<file path="config.mk">
export PLATFORM = sky130hd
export DESIGN_NAME = tmrc_top
export DESIGN_NICKNAME = d
export VERILOG_FILES = /design/src/tmrc_pin_sync.v /design/src/tmrc_count0.v /design/src/tmrc_top.v
export VERILOG_INCLUDE_DIRS = /design/src
export SDC_FILE = /design/constraint.sdc
export NUM_CORES = 1
export LEC_CHECK = 0
export ABC_AREA = 0
export ABC_CLOCK_PERIOD_IN_PS = 2000
export BUFFER_PORTS_ARGS = -buffer_cell sky130_fd_sc_hd__buf_2
export CAP_MARGIN = 0
export CORE_ASPECT_RATIO = 1.25
export CORE_MARGIN = 2
export CORE_UTILIZATION = 54
export DETAILED_ROUTE_END_ITERATION = 8
export HOLD_SLACK_MARGIN = 0.02
export PLACE_DENSITY_LB_ADDON = 0.05
export REMOVE_ABC_BUFFERS = 1
export SLEW_MARGIN = 15
export SYNTH_ARGS = -nofsm -noshare
export SYNTH_HDL_FRONTEND = slang
export SYNTH_SLANG_ARGS = --single-unit
</file>
<file path="constraint.sdc">
create_clock -name i_mclk -period 2 [get_ports i_mclk]
set_input_delay 0.2 -clock i_mclk [delete_from_list [all_inputs] [get_ports i_mclk]]
set_output_delay 0.2 -clock i_mclk [all_outputs]
set_load 0.02 [all_outputs]
</file>
<file path="src/tmrc_defines.vh">
`ifndef TMRC_DEFINES_VH
`define TMRC_DEFINES_VH

// byte addresses of the special function registers
`define TMRC_ADDR_CTRL      8'h88
`define TMRC_ADDR_MODE      8'h89
`define TMRC_ADDR_LOW0      8'h8a
`define TMRC_ADDR_HIGH0     8'h8c

// bit addresses of the control register, bit 0 to bit 7
`define TMRC_BIT_ADDR_FIRST 8'h88
`define TMRC_BIT_ADDR_LAST  8'h8f

// control register fields
`define TMRC_CTL_OVF1       7
`define TMRC_CTL_RUN1       6
`define TMRC_CTL_OVF0       5
`define TMRC_CTL_RUN0       4
`define TMRC_CTL_REQ1       3
`define TMRC_CTL_TRIG1      2
`define TMRC_CTL_REQ0       1
`define TMRC_CTL_TRIG0      0

// mode register fields for the first timer
`define TMRC_MOD_FIRST_PIN_GATING_ENABLE      3
`define TMRC_MOD_CSEL0      2
`define TMRC_MOD_M1         1
`define TMRC_MOD_M0         0

// mode field encodings
`define TMRC_MODE_13BIT     2'b00
`define TMRC_MODE_16BIT     2'b01
`define TMRC_MODE_RELOAD    2'b10
`define TMRC_MODE_SPLIT     2'b11

// reset values
`define TMRC_RST_CTRL       8'h00
`define TMRC_RST_MODE       8'h00
`define TMRC_RST_COUNT      8'h00
`define TMRC_RST_RDATA      8'h00

`endif

</file>
<file path="src/tmrc_pin_sync.v">
`timescale 1ns/10ps
`include "tmrc_defines.vh"

module tmrc_pin_sync (
	// clock and reset
	input  wire i_mclk,
	input  wire i_rst_b,
	// raw pin
	input  wire i_pin,
	// synchronised level and falling edge
	output wire o_level,
	output wire o_fall
);

	reg meta_r;
	reg sync_r;
	reg prev_r;

	// pins idle high, so reset to one to avoid a false edge at release
	always @(posedge i_mclk or negedge i_rst_b) begin
		if (!i_rst_b) begin
			meta_r <= 1'b1;
			sync_r <= 1'b1;
			prev_r <= 1'b1;
		end else begin
			meta_r <= i_pin;
			sync_r <= meta_r;
			prev_r <= sync_r;
		end
	end

	assign o_level = sync_r;
	assign o_fall  = prev_r & ~sync_r;

endmodule // tmrc_pin_sync

</file>
<file path="src/tmrc_count0.v">
`timescale 1ns/10ps
`include "tmrc_defines.vh"

module tmrc_count0 (
	// clock and reset
	input  wire       i_mclk,
	input  wire       i_rst_b,
	// mode and increments
	input  wire [1:0] i_mode,
	input  wire       i_inc_lo,
	input  wire       i_inc_hi,
	// software writes
	input  wire       i_wr_lo,
	input  wire       i_wr_hi,
	input  wire [7:0] i_wdata,
	// counter state and overflow pulses
	output reg  [7:0] o_lo,
	output reg  [7:0] o_hi,
	output reg        o_ovf_lo,
	output reg        o_ovf_hi
);

	reg [7:0] lo_nxt;
	reg [7:0] hi_nxt;

	// byte increment, wraps at all ones
	function [7:0] inc8;
		input [7:0] val;
		begin
			inc8 = val + 8'h01;
		end
	endfunction

	always @* begin
		lo_nxt   = o_lo;
		hi_nxt   = o_hi;
		o_ovf_lo = 1'b0;
		o_ovf_hi = 1'b0;
		case (i_mode)
		`TMRC_MODE_13BIT: begin
			if (i_inc_lo) begin
				// upper three low bits are left alone
				{hi_nxt, lo_nxt[4:0]} = {o_hi, o_lo[4:0]} + 13'h0001;
				o_ovf_lo = (&o_hi) & (&o_lo[4:0]);
			end
		end
		`TMRC_MODE_16BIT: begin
			if (i_inc_lo) begin
				{hi_nxt, lo_nxt} = {o_hi, o_lo} + 16'h0001;
				o_ovf_lo = (&o_hi) & (&o_lo);
			end
		end
		`TMRC_MODE_RELOAD: begin
			if (i_inc_lo) begin
				o_ovf_lo = &o_lo;
				lo_nxt   = (&o_lo) ? o_hi : inc8(o_lo);
			end
		end
		`TMRC_MODE_SPLIT: begin
			if (i_inc_lo) begin
				lo_nxt   = inc8(o_lo);
				o_ovf_lo = &o_lo;
			end
			if (i_inc_hi) begin
				hi_nxt   = inc8(o_hi);
				o_ovf_hi = &o_hi;
			end
		end
		default: begin
			lo_nxt = o_lo;
		end
		endcase
		// a software write wins over a count in the same cycle
		if (i_wr_lo)
			lo_nxt = i_wdata;
		if (i_wr_hi)
			hi_nxt = i_wdata;
	end

	always @(posedge i_mclk or negedge i_rst_b) begin
		if (!i_rst_b) begin
			o_lo <= `TMRC_RST_COUNT;
			o_hi <= `TMRC_RST_COUNT;
		end else begin
			o_lo <= lo_nxt;
			o_hi <= hi_nxt;
		end
	end

endmodule // tmrc_count0

</file>
<file path="src/tmrc_top.v">
// How it works
// counter-select picks count pin or clock
// mode 00: high byte with prescaler
// mode 01: 16-bit cascaded, no prescaler
// mode 10: low byte reloads from high
// mode 11: split, high byte on second run
// second overflow flag set, cleared on vector
// first overflow flag set, cleared on vector
// second run bit gates its counting
// first run bit gates its counting
// second request flag on edge or level
// first request flag on edge or level
// vector clears request only in edge mode
// second trigger bit: edge set, level clear
// first trigger bit: edge set, level clear
// low control nibble only serves pins
// control register bit addressable, resets zero
// gate bit adds first pin high condition
// mode 00 is 13-bit, overflow sets flag
// count pin synchronised, falling edge counts
// flags also writable by software; request flags in level mode follow the pin instead
`timescale 1ns/10ps
`include "tmrc_defines.vh"

module tmrc_top (
	// clock and reset
	input  wire       i_mclk,
	input  wire       i_rst_b,
	// byte access to special function registers
	input  wire [7:0] i_sfr_addr,
	input  wire       i_sfr_wr,
	input  wire       i_sfr_rd,
	input  wire [7:0] i_sfr_wdata,
	output reg  [7:0] o_sfr_rdata,
	// bit access to the control register
	input  wire [7:0] i_bit_addr,
	input  wire       i_bit_wr,
	input  wire       i_bit_rd,
	input  wire       i_bit_wdata,
	output reg        o_bit_rdata,
	// interrupt vectoring acknowledges from the core
	input  wire       i_vec_first_tmr,
	input  wire       i_vec_second_tmr,
	input  wire       i_vec_first_ext,
	input  wire       i_vec_second_ext,
	// overflow of the second timer's own datapath
	input  wire       i_second_ovf,
	// pins
	input  wire       i_first_count_input_pin,
	input  wire       i_first_ext_irq_pin,
	input  wire       i_second_ext_irq_pin,
	// state
	output reg  [7:0] o_timer_run_and_irq_control,
	output wire [7:0] o_first_counter_low_byte,
	output wire [7:0] o_first_counter_high_byte
);

	// control register, kept in the output flop itself
	reg  [7:0] timer_mode_select_reg_r;
	reg  [7:0] ctl_nxt;

	// read data next values
	reg  [7:0] rdata_nxt;
	reg        bit_rdata_nxt;

	// synchronised pins
	wire       count_pin_fall;
	wire       first_pin_level;
	wire       first_pin_fall;
	wire       second_pin_level;
	wire       second_pin_fall;

	// counter datapath
	wire       ovf_lo;
	wire       ovf_hi;
	wire       wr_lo;
	wire       wr_hi;
	wire [7:0] cnt_lo;
	wire [7:0] cnt_hi;

	// control decode
	wire       wr_ctl;
	wire       wr_mode;
	wire       bit_hit;
	wire [2:0] bit_idx;
	wire [1:0] first_mode;
	wire       count_source_select_first;
	wire       first_pin_gating_enable;
	wire       first_run_bit;
	wire       second_run_bit;
	wire       first_ext_trigger_type;
	wire       second_ext_trigger_type;

	// counting
	wire       first_tick;
	wire       first_enable;
	wire       inc_lo;
	wire       inc_hi;

	// overflow sources
	wire       set_first_ovf;
	wire       set_second_ovf;

	// byte read mux, shared by the read path
	function [7:0] rd_mux;
		input [7:0] addr;
		input [7:0] ctl;
		input [7:0] mode;
		input [7:0] lo;
		input [7:0] hi;
		begin
			case (addr)
			`TMRC_ADDR_CTRL:  rd_mux = ctl;
			`TMRC_ADDR_MODE:  rd_mux = mode;
			`TMRC_ADDR_LOW0:  rd_mux = lo;
			`TMRC_ADDR_HIGH0: rd_mux = hi;
			default:          rd_mux = `TMRC_RST_RDATA;
			endcase
		end
	endfunction

	// new value of a request flag
	function req_next;
		input cur;
		input edge_mode;
		input fall;
		input level;
		input vec;
		begin
			if (edge_mode)
				// hardware set wins over the vector clear
				req_next = fall | (cur & ~vec);
			else
				// level mode: flag follows the low pin
				req_next = ~level;
		end
	endfunction

	// write strobe for one byte register
	function sfr_hit;
		input       strobe;
		input [7:0] addr;
		input [7:0] target;
		begin
			sfr_hit = strobe & (addr == target);
		end
	endfunction

	// overflow flag: hardware set wins over the vector clear
	function ovf_next;
		input cur;
		input vec;
		input set;
		begin
			ovf_next = set | (cur & ~vec);
		end
	endfunction

	// pin synchronisers
	tmrc_pin_sync u_sync_count (
		.i_mclk  (i_mclk),
		.i_rst_b (i_rst_b),
		.i_pin   (i_first_count_input_pin),
		.o_level (),
		.o_fall  (count_pin_fall)
	);

	tmrc_pin_sync u_sync_first (
		.i_mclk  (i_mclk),
		.i_rst_b (i_rst_b),
		.i_pin   (i_first_ext_irq_pin),
		.o_level (first_pin_level),
		.o_fall  (first_pin_fall)
	);

	tmrc_pin_sync u_sync_second (
		.i_mclk  (i_mclk),
		.i_rst_b (i_rst_b),
		.i_pin   (i_second_ext_irq_pin),
		.o_level (second_pin_level),
		.o_fall  (second_pin_fall)
	);

	// register decode
	assign wr_ctl  = sfr_hit(i_sfr_wr, i_sfr_addr, `TMRC_ADDR_CTRL);
	assign wr_mode = sfr_hit(i_sfr_wr, i_sfr_addr, `TMRC_ADDR_MODE);
	assign wr_lo   = sfr_hit(i_sfr_wr, i_sfr_addr, `TMRC_ADDR_LOW0);
	assign wr_hi   = sfr_hit(i_sfr_wr, i_sfr_addr, `TMRC_ADDR_HIGH0);
	assign bit_hit = (i_bit_addr >= `TMRC_BIT_ADDR_FIRST) &
	                 (i_bit_addr <= `TMRC_BIT_ADDR_LAST);
	assign bit_idx = i_bit_addr[2:0];

	// fields
	assign first_mode = {timer_mode_select_reg_r[`TMRC_MOD_M1],
	                     timer_mode_select_reg_r[`TMRC_MOD_M0]};
	assign count_source_select_first = timer_mode_select_reg_r[`TMRC_MOD_CSEL0];
	assign first_pin_gating_enable   = timer_mode_select_reg_r[`TMRC_MOD_FIRST_PIN_GATING_ENABLE];
	assign first_run_bit   = o_timer_run_and_irq_control[`TMRC_CTL_RUN0];
	assign second_run_bit  = o_timer_run_and_irq_control[`TMRC_CTL_RUN1];
	assign first_ext_trigger_type  = o_timer_run_and_irq_control[`TMRC_CTL_TRIG0];
	assign second_ext_trigger_type = o_timer_run_and_irq_control[`TMRC_CTL_TRIG1];

	// count source: one tick per clock, or per pin falling edge
	assign first_tick = count_source_select_first ? count_pin_fall : 1'b1;

	// low control nibble has no part here, only run and gate
	assign first_enable = first_run_bit &
	                      (~first_pin_gating_enable | first_pin_level);

	assign inc_lo = first_enable & first_tick;

	// split mode: high byte is a timer only, on the second run bit
	assign inc_hi = (first_mode == `TMRC_MODE_SPLIT) & second_run_bit;

	tmrc_count0 u_count0 (
		.i_mclk   (i_mclk),
		.i_rst_b  (i_rst_b),
		.i_mode   (first_mode),
		.i_inc_lo (inc_lo),
		.i_inc_hi (inc_hi),
		.i_wr_lo  (wr_lo),
		.i_wr_hi  (wr_hi),
		.i_wdata  (i_sfr_wdata),
		.o_lo     (cnt_lo),
		.o_hi     (cnt_hi),
		.o_ovf_lo (ovf_lo),
		.o_ovf_hi (ovf_hi)
	);

	assign o_first_counter_low_byte  = cnt_lo;
	assign o_first_counter_high_byte = cnt_hi;

	assign set_first_ovf = ovf_lo;
	// in split mode the high byte borrows the second overflow flag;
	// the second datapath then counts nothing on its own side
	assign set_second_ovf = ovf_hi | i_second_ovf;

	// control register next value
	always @* begin
		ctl_nxt = o_timer_run_and_irq_control;
		// software access first so hardware events can override it
		if (wr_ctl)
			ctl_nxt = i_sfr_wdata;
		if (i_bit_wr & bit_hit)
			ctl_nxt[bit_idx] = i_bit_wdata;

		// overflow flags: vector clears, hardware set wins
		ctl_nxt[`TMRC_CTL_OVF1] = ovf_next(ctl_nxt[`TMRC_CTL_OVF1],
		                                   i_vec_second_tmr,
		                                   set_second_ovf);
		ctl_nxt[`TMRC_CTL_OVF0] = ovf_next(ctl_nxt[`TMRC_CTL_OVF0],
		                                   i_vec_first_tmr,
		                                   set_first_ovf);

		// request flags; trigger type taken from the current register
		if (second_ext_trigger_type | ~second_pin_level)
			ctl_nxt[`TMRC_CTL_REQ1] = req_next(ctl_nxt[`TMRC_CTL_REQ1],
			                                   second_ext_trigger_type,
			                                   second_pin_fall,
			                                   second_pin_level,
			                                   i_vec_second_ext);
		else
			ctl_nxt[`TMRC_CTL_REQ1] = 1'b0;
		if (first_ext_trigger_type | ~first_pin_level)
			ctl_nxt[`TMRC_CTL_REQ0] = req_next(ctl_nxt[`TMRC_CTL_REQ0],
			                                   first_ext_trigger_type,
			                                   first_pin_fall,
			                                   first_pin_level,
			                                   i_vec_first_ext);
		else
			ctl_nxt[`TMRC_CTL_REQ0] = 1'b0;
	end

	// control register, all bits zero after reset
	always @(posedge i_mclk or negedge i_rst_b) begin
		if (!i_rst_b)
			o_timer_run_and_irq_control <= `TMRC_RST_CTRL;
		else
			o_timer_run_and_irq_control <= ctl_nxt;
	end

	// mode register; upper nibble only stored for the second timer
	always @(posedge i_mclk or negedge i_rst_b) begin
		if (!i_rst_b)
			timer_mode_select_reg_r <= `TMRC_RST_MODE;
		else if (wr_mode)
			timer_mode_select_reg_r <= i_sfr_wdata;
	end

	// read data hold until the next strobe of their own kind
	always @* begin
		rdata_nxt     = o_sfr_rdata;
		bit_rdata_nxt = o_bit_rdata;
		if (i_sfr_rd)
			rdata_nxt = rd_mux(i_sfr_addr, o_timer_run_and_irq_control,
			                   timer_mode_select_reg_r, cnt_lo, cnt_hi);
		if (i_bit_rd)
			bit_rdata_nxt = bit_hit & o_timer_run_and_irq_control[bit_idx];
	end

	// registered read data, answer one edge after the strobe
	always @(posedge i_mclk or negedge i_rst_b) begin
		if (!i_rst_b) begin
			o_sfr_rdata <= `TMRC_RST_RDATA;
			o_bit_rdata <= 1'b0;
		end else begin
			o_sfr_rdata <= rdata_nxt;
			o_bit_rdata <= bit_rdata_nxt;
		end
	end

endmodule // tmrc_top

</file>
==> out/results.tsv <==
metric	value	unit
Core ar.	5370	sq um
Bufs on Longest Clock Path	2	
Site Rows	30	
CTS H-tree lvls	2	
clock network power share	23.1	%
DRC violations left	0	
Max Fanout on Critical Path	11	
total track usage	27.8	%
Place WS	0.0242	ns
commonest cells after routing, fill and taps aside	71 x buf_2, 41 x dfrtp_1, 27 x buf_4	
CP Launch Type	flop	
status	completed	
first-pass GRT wire length	13400	um
port bufs	71	
die width	70.2	um
Synth top area share	34.7	%
max-cap violation count	0	
first-pass detailed-route iteration total	4	
Slew headroom	57.8	%
VDD IR max	0.000552	V
switching share of total power	36.4	%
initial antenna violation count	0	
layout cells sized above 1	34.7	%
clk_skew	0.00875	ns
vias	2807	
chip height	86.7	um
Fin Setup TNS	0	ns
final instance area	3660	sq um
Slew @ Worst Pin	0.633	ns
nets	439	
crit path time final	1.91	ns
Power Density	834	nW/um^2
worst setup margin	0.0913	ns
Post-synth ARST share	100	%
Leak Pwr	1.66	nW
Unique masters post-synth	55	
WL/cell	17.7	um
Initial Util	55.1	%
Antenna Cells	0	
post-route ant nets	0	
combinational power share	33.2	%
Routability Congestion	0.871	
crit end category	flop	
Mapped Cells	303	
CTS sink count	50	
required time of the critical path	2.20	ns
largest net degree at the start of global routing	25	
clock root buffer master	clkbuf_8	
Final Hold Violating Endpoints	0	
routed vias/inst	6.08	
Setup violations, final	0	
worst endpoint data arrival time	2.11	ns
Synth area leaders	dfrtp_1 35%, dfstp_2 8.0%, mux2_2 3.4%	
die area	6090	sq um
Reg power frac	43.7	%
CTS tree	done	
post-synth top area cell	dfrtp_1	
Layout area overhead	23.8	%
Slew Limit Fails	0	
post-CTS setup buffers	0	
iteration-0 DRC count of the detailed router	194	
HP Class	in -> reg	
Ys Warns	0	
worst-skew pair later-pin latency	0.31	ns
Mean Syn Cell Area	9.76	sq um
vias in the first global route	2732	
unrepaired setup endpoints after global routing	false	
post-route clock period utilization	95.4	%
number of synthesized flops with an enable pin	0	
Routed WL	8190	um
Primary FF master, synth	dfrtp_1	
dpl hpwl	6330	um
placed inst area	3510	sq um
sequential fraction of the synthesis area	42.7	%
most common cell after layout, fill and taps aside	buf_2	
grt ovf	0	
FF+latch count, synth	50	
CP Class	reg -> reg	
Max Clk Rate	0.524	GHz
Clock transition at path regs	0.09	ns
Mapped Area	2960	sq um
cts bufs inserted	5	
# IOs	72	
Psw	1.11	mW
Pint	1.94	mW
==> area by class of cell <==
type	instances	area [sq um]
clock buffer	5	68.8
clock inverter	3	40.0
fill	478	1710
inverter	15	56.3
multi-input combinational	223	1560
sequential	50	1260
tap	64	80.1
timing repair buffer	102	598
==> state kept, by name, indices dropped and copies added (netlist names) <==
signal,flops
u_sync_first.o_level,1
u_sync_count.prev_r,1
u_sync_first.prev_r,1
u_sync_first.meta_r,1
u_sync_second.o_level,1
u_sync_count.o_level,1
timer_mode_select_reg_r,8
o_timer_run_and_irq_control,8
u_count0.o_hi,8
u_sync_count.meta_r,1
u_sync_second.prev_r,1
o_bit_rdata,1
u_sync_second.meta_r,1
u_count0.o_lo,8
o_sfr_rdata,8
==> logic make-up after synthesis <==
logic type / Yosys count / share of synthesized area [%]
xor gates and xnor gates: 9 / 2.67
DFF: 50 / 42.7
AOI/OAI and AO/OA: 97 / 22.5
muxes: 21 / 8.33
buffers and inverters: 30 / 4.82
and+or+nand+nor: 93 / 17.8
adders and majority gates: 3 / 1.27
==> what timing repair did <==
action	CTS	global route
endpoints found under the hold margin	20	0
hold buffers	4	0
gates resized for setup	0	2
setup endpoints to repair	0	4
==> cell usage after synthesis (6+ instances only) <==
cell      number
nand3_1       14
inv_1         15
o22ai_1       12
dfrtp_1       41
a21oi_1       18
a22o_1         8
xor2_1         8
a221oi_1       9
nand2_1       25
mux2_2         9
clkbuf_1       6
nor2_1        20
dfstp_2        9
mux2i_1       10
o21ai_0       17
==> power groups by stage <==
stage / Clock, mW / Combinational, mW / Sequential, mW
6_report: 0.706 / 1.01 / 1.33
5_1_grt: 0.767 / 1.11 / 1.36
4_1_cts: 0.717 / 1.01 / 1.33
3_5_place_dp: 0 / 1.00 / 1.35
3_3_place_gp: 0 / 0.985 / 1.34
2_1_floorplan: 0 / 0.414 / 1.47
==> layer usage <==
metal / routed length [um] / vias to the layer above / global-route usage, %
met4: 121 / 0 / 8.57
met2: 4200 / 120 / 49.7
met5: 0 / - / 0
li1: - / 1327 / -
met3: 492 / 10 / 3.49
met1: 3370 / 1350 / 35.2
==> path summary, 6_finish.rpt <==
check                           slack, ns                        endpoint  depth (start not counted)                           from
worst max-delay path                 0.09    u_count0.o_lo[4]$_DFFE_PN0P_                          6   u_count0.o_lo[0]$_DFFE_PN0P_
worst min-delay path                 0.09         o_bit_rdata$_DFFE_PN0P_                          2                       i_bit_rd
worst max register to register       0.09    u_count0.o_lo[4]$_DFFE_PN0P_                          6   u_count0.o_lo[0]$_DFFE_PN0P_
worst min register to register       0.36  u_sync_count.o_level$_DFF_PN1_                          0  u_sync_count.meta_r$_DFF_PN1_
max in group asynchronous            0.94   u_sync_first.meta_r$_DFF_PN1_                          3                        i_rst_b
min in group asynchronous            0.40      o_sfr_rdata[0]$_DFFE_PN0P_                          2                        i_rst_b
==> worst max-delay path: stages, from the launching register on <==
cell and delay [ns]:
dfrtp_1 0.38, ha_1 0.23, and3_1 0.21, and4_2 0.39, mux2i_1 0.24, o21ai_0 0.10
mux2_2 0.26
==> metrics by stage <==
step	power [mW]	hold WS (ns)	utilization, %	cells
after detailed placement	2.35	0.203	65.4	450
final	3.05	0.0882	68.2	462
after global routing	3.23	0.0767	68.2	462
after floorplan	1.88	-0.0956	-	288
after CTS	3.06	0.0803	68.2	462
after global placement	2.33	0.201	65.4	450
(Power assumes the default switching activity.)
